[src/trig_pkg.sv]
// package: register map, trigger codes, field layouts and state types for the conversion trigger block
package trig_pkg;

  // register offsets (byte addresses on the plain register port)
  localparam logic [7:0] OFS_CONTROL    = 8'h00;
  localparam logic [7:0] OFS_TRIG_SEL   = 8'h04;
  localparam logic [7:0] OFS_PIN_SEL    = 8'h08;
  localparam logic [7:0] OFS_IRQ_STATUS = 8'h0C;
  localparam logic [7:0] OFS_IRQ_MASK   = 8'h10;
  localparam logic [7:0] OFS_ERROR_RES  = 8'h14;
  localparam logic [7:0] OFS_RESULT_HI  = 8'h18;
  localparam logic [7:0] OFS_CHAN_SEL   = 8'h1C;
  localparam logic [7:0] OFS_CONV_TIME  = 8'h20;

  // control register bit positions
  localparam int CTL_GO_BIT   = 0;
  localparam int CTL_CONT_BIT = 1;
  localparam int CTL_RC_BIT   = 2;
  localparam int CTL_PEND_BIT = 3;

  // status and mask bit positions
  localparam int IRQ_DONE_BIT = 0;
  localparam int IRQ_TRIG_BIT = 1;

  // reset values
  localparam logic [4:0] TRIG_SEL_RESET  = 5'h00;
  localparam logic [7:0] CONV_TIME_RESET = 8'h0B;

  // trigger selector codes
  localparam logic [4:0] SEL_DISABLED  = 5'h00;
  localparam logic [4:0] SEL_PIN       = 5'h01;
  localparam logic [4:0] SEL_RSV_LO    = 5'h19;
  localparam logic [4:0] SEL_RSV_HI    = 5'h1B;
  localparam logic [4:0] SEL_READ_ERR  = 5'h1C;
  localparam logic [4:0] SEL_READ_RES  = 5'h1D;
  localparam logic [4:0] SEL_RSV_ONE   = 5'h1E;
  localparam logic [4:0] SEL_READ_CHAN = 5'h1F;

  // width of the source vector, one lane per selector code; hardware sources are wired at codes 0x01 to 0x18
  localparam int NUM_SOURCES = 32;

  // hardware event sources, one field per source group
  typedef struct packed {
    logic [3:0] logic_cell;    // codes 0x15..0x18
    logic       pin_change;    // code 0x14
    logic [1:0] comparator;    // codes 0x12..0x13
    logic [1:0] pwm;           // codes 0x10..0x11
    logic [4:0] capture;       // codes 0x0B..0x0F
    logic [1:0] meas_match;    // codes 0x09..0x0A
    logic [3:0] timer16_ovf;   // codes 0x02,0x03,0x05,0x07
    logic [2:0] timer8_match;  // codes 0x04,0x06,0x08
    logic       trigger_pin;
  } sources_s;

  // register port request
  typedef struct packed {
    logic [7:0]  addr;
    logic [31:0] wdata;
    logic        wr;
    logic        rd;
  } reg_req_s;

  // conversion sequencer states, gray along idle -> convert -> done
  typedef enum logic [1:0] {
    CONV_IDLE = 2'b00,
    CONV_RUN  = 2'b01,
    CONV_DONE = 2'b11
  } conv_e;

endpackage : trig_pkg

[src/conv_trigger.sv]
// module: conversion start logic with auto trigger selector, sleep handling and completion flags
//
// Function
// - rc clock in sleep: convert, flag done
// - other clock in sleep: hold trigger until wake
// - selected source rising edge sets go flag
// - five-bit field selects trigger source
// - code 0 disables, code 1 pin
// - timer overflow and period match codes
// - codes 9 and A measurement timers
// - capture, pwm, comparator, pin change, logic cells
// - register reads trigger on codes 1C,1D,1F
// - sampling capacitor never discharged between conversions
// - completion clears go unless continuous, sets done
// - done flag set regardless of mask
//
// Strobed register access and the placing of the registers were left to the implementer.
`timescale 1ns/1ps
module conv_trigger
  import trig_pkg::*;
(
  input  wire logic        clock,
  input  wire logic        reset,
  input  wire reg_req_s    req,
  output logic [31:0]      rdata,
  input  wire sources_s    src,
  input  wire logic        sleeping,
  input  wire logic [9:0]  conv_result,
  output logic             converting,
  output logic             conv_start,
  output logic             sample_discharge,
  output logic             irq
);

  typedef struct packed {
    logic [31:0] rdata;
    logic        go;
    logic        cont;
    logic        rc_clock;
    logic        pending;
    logic [4:0]  trig_sel;
    logic [4:0]  pin_sel;
    logic [1:0]  status;
    logic [1:0]  mask;
    logic [7:0]  error_res;
    logic [9:0]  result;
    logic [5:0]  chan_sel;
    logic [7:0]  conv_time;
    logic [7:0]  count;
    conv_e       state;
    logic        start;
    logic        irq;
  } state_s;

  state_s st_q;
  state_s st_d;

  logic [NUM_SOURCES-1:0] src_vec;
  logic                   sel_level;
  logic                   hw_rise;
  logic                   rd_hit_err;
  logic                   rd_hit_res;
  logic                   rd_hit_chan;
  logic                   read_trig;
  logic                   trig_evt;
  logic                   rc_sleep_ok;
  logic                   start_now;
  logic                   conv_end;
  logic                   sw_go;
  logic                   sw_stop;
  logic [1:0]             set_bits;

  // map every selector code onto one lane of the source vector
  always_comb begin
    src_vec          = '0;
    src_vec[5'h01]   = src.trigger_pin;
    src_vec[5'h02]   = src.timer16_ovf[0];
    src_vec[5'h03]   = src.timer16_ovf[1];
    src_vec[5'h04]   = src.timer8_match[0];
    src_vec[5'h05]   = src.timer16_ovf[2];
    src_vec[5'h06]   = src.timer8_match[1];
    src_vec[5'h07]   = src.timer16_ovf[3];
    src_vec[5'h08]   = src.timer8_match[2];
    src_vec[5'h09]   = src.meas_match[0];
    src_vec[5'h0A]   = src.meas_match[1];
    src_vec[5'h0F:5'h0B] = src.capture;
    src_vec[5'h11:5'h10] = src.pwm;
    src_vec[5'h13:5'h12] = src.comparator;
    src_vec[5'h14]   = src.pin_change;
    src_vec[5'h18:5'h15] = src.logic_cell;
  end

  // disabled code is forced low; reserved and read codes select lanes 0x19 to 0x1F, which are tied low
  assign sel_level = (st_q.trig_sel == SEL_DISABLED) ? 1'b0 : src_vec[st_q.trig_sel];

  trig_edge u_edge (
    .clock (clock),
    .reset (reset),
    .level (sel_level),
    .rise  (hw_rise)
  );

  // read-triggered codes fire on the read strobe itself, already synchronous
  assign rd_hit_err  = req.rd & (req.addr == OFS_ERROR_RES);
  assign rd_hit_res  = req.rd & (req.addr == OFS_RESULT_HI);
  assign rd_hit_chan = req.rd & (req.addr == OFS_CHAN_SEL);
  assign read_trig   = ((st_q.trig_sel == SEL_READ_ERR)  & rd_hit_err)
                     | ((st_q.trig_sel == SEL_READ_RES)  & rd_hit_res)
                     | ((st_q.trig_sel == SEL_READ_CHAN) & rd_hit_chan);
  assign trig_evt    = hw_rise | read_trig;

  // software writes to the control register
  assign sw_go   = req.wr & (req.addr == OFS_CONTROL) & req.wdata[CTL_GO_BIT];
  assign sw_stop = req.wr & (req.addr == OFS_CONTROL) & ~req.wdata[CTL_GO_BIT];

  // a conversion may start in sleep only on the rc clock
  assign rc_sleep_ok = ~sleeping | st_q.rc_clock;
  assign start_now   = (st_q.state == CONV_IDLE) & st_q.go & ~st_q.pending & rc_sleep_ok;
  assign conv_end    = (st_q.state == CONV_RUN) & (st_q.count == 8'h00);

  // event sources for the sticky status bits
  always_comb begin
    set_bits               = '0;
    set_bits[IRQ_DONE_BIT] = conv_end;
    set_bits[IRQ_TRIG_BIT] = trig_evt;
  end

  // next-state logic for registers, trigger and conversion sequencer
  always_comb begin
    st_d       = st_q;
    st_d.start = 1'b0;
    st_d.rdata = '0;

    // register writes
    if (req.wr) begin
      case (req.addr)
        OFS_CONTROL: begin
          st_d.cont     = req.wdata[CTL_CONT_BIT];
          st_d.rc_clock = req.wdata[CTL_RC_BIT];
          // a zero in the go bit cancels go in every state, so a pending or continuous start can be withdrawn
          st_d.go       = sw_go;
        end
        OFS_TRIG_SEL:   st_d.trig_sel  = req.wdata[4:0];
        OFS_PIN_SEL:    st_d.pin_sel   = req.wdata[4:0];
        OFS_IRQ_MASK:   st_d.mask      = req.wdata[1:0];
        OFS_CHAN_SEL:   st_d.chan_sel  = req.wdata[5:0];
        OFS_CONV_TIME:  st_d.conv_time = req.wdata[7:0];
        OFS_IRQ_STATUS: st_d.status    = st_q.status & ~req.wdata[1:0];
        default: begin
        end
      endcase
    end

    // a hardware trigger during sleep off the rc clock is recorded only
    if (trig_evt) begin
      if (sleeping & ~st_q.rc_clock) begin
        st_d.pending = 1'b1;
      end
      st_d.go = 1'b1;
    end
    if (st_q.pending & ~sleeping) begin
      st_d.pending = 1'b0;
    end

    // sequencer; a software clear of go aborts the conversion unless a trigger arrives in the same cycle
    case (st_q.state)
      CONV_IDLE: begin
        if (start_now) begin
          st_d.state = CONV_RUN;
          st_d.count = st_q.conv_time;
          st_d.start = 1'b1;
        end
      end
      CONV_RUN: begin
        if (sw_stop & ~trig_evt) begin
          st_d.go    = 1'b0;
          st_d.state = CONV_IDLE;
        end else if (conv_end) begin
          st_d.result = conv_result;
          st_d.state  = CONV_DONE;
          if (!st_q.cont) begin
            st_d.go = trig_evt;
          end
        end else begin
          st_d.count = st_q.count - 8'h01;
        end
      end
      CONV_DONE: begin
        st_d.state = CONV_IDLE;
      end
      default: begin
        st_d.state = CONV_IDLE;
      end
    endcase

    // hardware set wins over a write-one clear in the same cycle
    st_d.status = st_d.status | set_bits;

    // read data stands in the cycle after the strobe
    if (req.rd) begin
      case (req.addr)
        OFS_CONTROL:    st_d.rdata = {28'h0000000, st_q.pending, st_q.rc_clock, st_q.cont, st_q.go};
        OFS_TRIG_SEL:   st_d.rdata = {27'h0, st_q.trig_sel};
        OFS_PIN_SEL:    st_d.rdata = {27'h0, st_q.pin_sel};
        OFS_IRQ_STATUS: st_d.rdata = {30'h0, st_q.status};
        OFS_IRQ_MASK:   st_d.rdata = {30'h0, st_q.mask};
        OFS_ERROR_RES:  st_d.rdata = {24'h000000, st_q.error_res};
        OFS_RESULT_HI:  st_d.rdata = {30'h0, st_q.result[9:8]};
        OFS_CHAN_SEL:   st_d.rdata = {26'h0, st_q.chan_sel};
        OFS_CONV_TIME:  st_d.rdata = {24'h000000, st_q.conv_time};
        default:        st_d.rdata = '0;
      endcase
    end

    // error result kept as difference of the last two results
    if (conv_end) begin
      st_d.error_res = conv_result[7:0] - st_q.result[7:0];
    end

    st_d.irq = |(st_d.status & st_d.mask);
  end

  always_ff @(posedge clock) begin
    if (reset) begin
      st_q           <= '0;
      st_q.trig_sel  <= TRIG_SEL_RESET;
      st_q.conv_time <= CONV_TIME_RESET;
      st_q.state     <= CONV_IDLE;
    end else begin
      st_q <= st_d;
    end
  end

  // outputs straight from flip-flops; the hold capacitor is never discharged
  always_ff @(posedge clock) begin
    if (reset) begin
      converting       <= 1'b0;
      sample_discharge <= 1'b0;
    end else begin
      converting       <= (st_d.state == CONV_RUN);
      sample_discharge <= 1'b0;
    end
  end

  assign rdata      = st_q.rdata;
  assign conv_start = st_q.start;
  assign irq        = st_q.irq;

endmodule : conv_trigger

[src/trig_edge.sv]
// module: two-stage synchroniser with rising edge detect for the selected trigger source
`timescale 1ns/1ps
module trig_edge
  import trig_pkg::*;
(
  input  wire logic clock,
  input  wire logic reset,
  input  wire logic level,
  output logic      rise
);

  typedef struct packed {
    logic meta;
    logic sync;
    logic last;
  } edge_s;

  edge_s st_q;
  edge_s st_d;

  // only sync and last feed the compare; meta is read by sync alone
  always_comb begin
    st_d      = st_q;
    st_d.meta = level;
    st_d.sync = st_q.meta;
    st_d.last = st_q.sync;
  end

  always_ff @(posedge clock) begin
    if (reset) begin
      st_q <= '0;
    end else begin
      st_q <= st_d;
    end
  end

  // one pulse per rising edge of the synchronised level
  assign rise = st_q.sync & ~st_q.last;

endmodule : trig_edge

[config.mk]
export PLATFORM = sky130hd
export DESIGN_NAME = conv_trigger
export DESIGN_NICKNAME = d
export VERILOG_FILES = /design/src/trig_pkg.sv /design/src/conv_trigger.sv /design/src/trig_edge.sv
export SDC_FILE = /design/constraint.sdc
export NUM_CORES = 1
export LEC_CHECK = 0
export BUFFER_PORTS_ARGS = -buffer_cell sky130_fd_sc_hd__buf_2
export CAP_MARGIN = 20
export CORE_ASPECT_RATIO = 0.5
export CORE_MARGIN = 5
export CORE_UTILIZATION = 45
export DETAILED_ROUTE_END_ITERATION = 7
export MAX_ROUTING_LAYER = met4
export PLACE_DENSITY = 0.72
export RECOVER_POWER = 100
export SLEW_MARGIN = 15
export SYNTH_ARGS = -nofsm -noshare
export SYNTH_HDL_FRONTEND = slang
export SYNTH_SLANG_ARGS = --single-unit
[constraint.sdc]
create_clock -name clock -period 4.2 [get_ports clock]
set_input_delay 1.26 -clock clock [delete_from_list [all_inputs] [get_ports clock]]
set_output_delay 1.26 -clock clock [all_outputs]
set_load 0.01 [all_outputs]
==> impl_metrics.yaml <==
status:
  outcome: "finished clean"
grt:
  grt_overflow: 0
  grt_usage: 0.1973
  grt_pass1_wl_um: 17450
  antenna_found_initial: 0
  grt_max_degree: 64
  grt_pass1_vias: 3429
sta:
  skew_ns: 0.005190
  rsz0062_at_grt: "no"
  fmax_ghz: 0.2995
  setup_tns_ns: 0
  setup_viol: 0
  slew_headroom: 0.3189
  finalCritPeriodShare: 0.7949
  period_needed_ns: 3.339
  worst_slew_pin_slew_ns: 1.019
  hold_violations: 0
  drv_slew: 0
setup_path:
  path_class: "primary input to flip-flop"
  crit_chain: "clkbuf_1, nor4b_2, and3_1, a211o_1, a21oi_1, a211oi_1"
  crit_fanout: 13
  critPathArrivalTime_ns: 3.59
  cpPeakStageDelay_ns: 0.60
  start_kind: "primary input"
  cp.required_ns: 4.45
  slowest_stage: "nor4b_2"
  cpLargestDelayFamily: "compound AO/OA/AOI/OAI gates"
  crit_path_end_kind: "flip-flop"
  cp_num_buf_inv: 1
synth:
  async_flop_share: 0
  synth_cells: 489
  synth_cell_type_count: 61
  yosysMostFrequentCell: "dfxtp_1"
  synthFlopType: "dfxtp_1"
  synth_edf_count: 0
  synth_top_family_by_area: "simple AND/OR/NAND/NOR gates"
  synthSimpleGateAreaFrac: 0.2196
  syn_area_mm2: 0.004130
  synth_compound_area_frac: 0.1866
  avgSynthCellArea_um2: 8.446
  synth-xor-area-share: 0.01272
  synthMuxAreaShare: 0.08210
  ys_seq_area_frac: 0.3587
  yosys-top-cells-area: "dfxtp_1 36%, buf_4 6.2%, a21oi_1 5.6%, nand3_1 4.4%, mux2i_1 4.1%"
  yosysWarnings: 0
  ys_top_cells_by_count: "74 x dfxtp_1, 46 x a21oi_1, 45 x nor2_1, 37 x nand2_1, 36 x nand3_1"
  synthAdderAreaFrac: 0.03211
  netlist.area_leader.share: 0.3587
  yosys.area.top_type: "dfxtp_1"
  ys_ff_latch: 74
place:
  port_buffers: 65
  hpwl_um: 7723
  place.gp.congestion: 0.8796
floorplan:
  die_width_um: 145.5
  start_util: 0.4678
  rows: 24
  die_area_mm2: 0.01131
  ios: 115
  core-area_mm2: 0.008828
  die_h_um: 77.75
routing:
  postRouteAntennaNets: 0
  routed_wl_um: 10880
  drc_errors: 0
  vias: 3712
  drt_iter0_markers: 314
  drtPass1Iterations: 5
  wl_per_cell_um: 16.61
  drt-vias-per-instance: 5.667
cells_and_area:
  drive_gt1_frac: 0.1599
  fin_util: 0.5266
  fin_nets: 622
  n_antenna_cell: 0
  synthToLayoutAreaGrowth_pct: 12.57
  nFillCells: 847
clock_tree:
  cts.path.max_buffers: 2
  cts_tree: "yes"
  clock_latency_ns: 0.34
  numCtsBuffers: 9
  cts_root_buffer: "clkbuf_16"
  cts_sinks: 74
  h-tree-depth: 3
  clk_pin_slew_ns: 0.06
  cts_hold_buf: 0
  cts_resized: 0
  cts_setup_buffers: 0
power_and_ir_drop:
  finalPower_mw: 1.682
  vdd.ir_drop.worst_v: 0.0002210
  static-leakage-power_nw: 1.740
  p_per_area_mw_per_mm2: 361.7
run:
  drv_cap: 0
worst_hold_path:
  hold_class: "flip-flop to flip-flop"
[layer usage]
metal	global-route usage	wire length (um)	vias up
met3	0.06985	1046	27
li1	-	-	1796
met2	0.2877	4744	177
met1	0.2574	4887	1712
met4	0.06145	204	0
met5	-	0	-
[cell usage in the layout, fill, tap and decap left out, types with 4 or more instances in the layout]
cell       netlist  final
dfxtp_1         74     74
o211ai_1         4      4
inv_1           17     17
xnor2_1          4      4
buf_4           34      4
nand4_1          4      4
a211oi_1         8      8
nand2b_1         6      6
nand3_1         36     36
mux2i_1         17     17
nand2_1         37     37
a22oi_1         12     12
conb_1           1     25
nor2b_1         10     10
nor3_1          11     11
o31ai_1          5      5
o21ai_0         16     16
clkbuf_1        17     16
mux4_2           7      7
clkbuf_16        0      9
ha_1             9      9
nor2_1          45     45
a21oi_1         46     46
buf_2            4     51
[registers in the layout, indices dropped and copies added (netlist names)]
register	count
st_q	60
u_edge.st_q	1
converting	1
irq	1
rdata	8
conv_start	1
u_edge.st_d	2
[final cells by class]
cell class / count / area, um^2 / area share
Sequential cell: 74 / 1481 / 0.3186
Clock buffer: 11 / 232.7 / 0.05005
Inverter: 17 / 63.81 / 0.01372
Clock inverter: 5 / 102.6 / 0.02207
Multi-Input combinational cell: 361 / 2281 / 0.4906
Tap cell: 117 / 146.4 / 0.03149
Timing Repair Buffer: 70 / 341.6 / 0.07347
[final timing paths]
| path | start | end | slack (ns) | cells past startpoint |
|---|---|---|---|---|
| max | req[38] | converting | 0.86 | 6 |
| min | u_edge.st_d[1] | u_edge.st_d[0] | 0.44 | 1 |
| max reg2reg | st_q[2] | st_q[61] | 1.61 | 4 |
| min reg2reg | u_edge.st_d[1] | u_edge.st_d[0] | 0.44 | 1 |
[kinds of logic after synthesis]
| kind of cell | Yosys count |
|---|---|
| simple gates | 175 |
| compound gates | 120 |
| buf+inv | 78 |
| xor+xnor | 6 |
| mux | 25 |
| other cells | 1 |
| flops | 74 |
| fa+ha+maj | 10 |
[through the flow]
stage / cells / hold WS [ns] / area, um^2 / setup WS, ns
floorplan: 513 / 0.4138 / 4220 / 1.450
finish: 655 / 0.4366 / 4649 / 0.8614
CTS: 655 / 0.4374 / 4686 / 1.122
global placement: 639 / 0.4313 / 4350 / 0.8378
detailed placement: 639 / 0.4251 / 4350 / 0.8289
global route: 655 / 0.4592 / 4649 / 0.7054
[power breakdown]
group	total (mW)	internal, mW	switching (mW)
Clock	0.866	0.579	0.287
Combinational	0.112	0.0411	0.0707
Sequential	0.704	0.703	0.000802
Note: power is estimated with default switching activity, not from simulation.
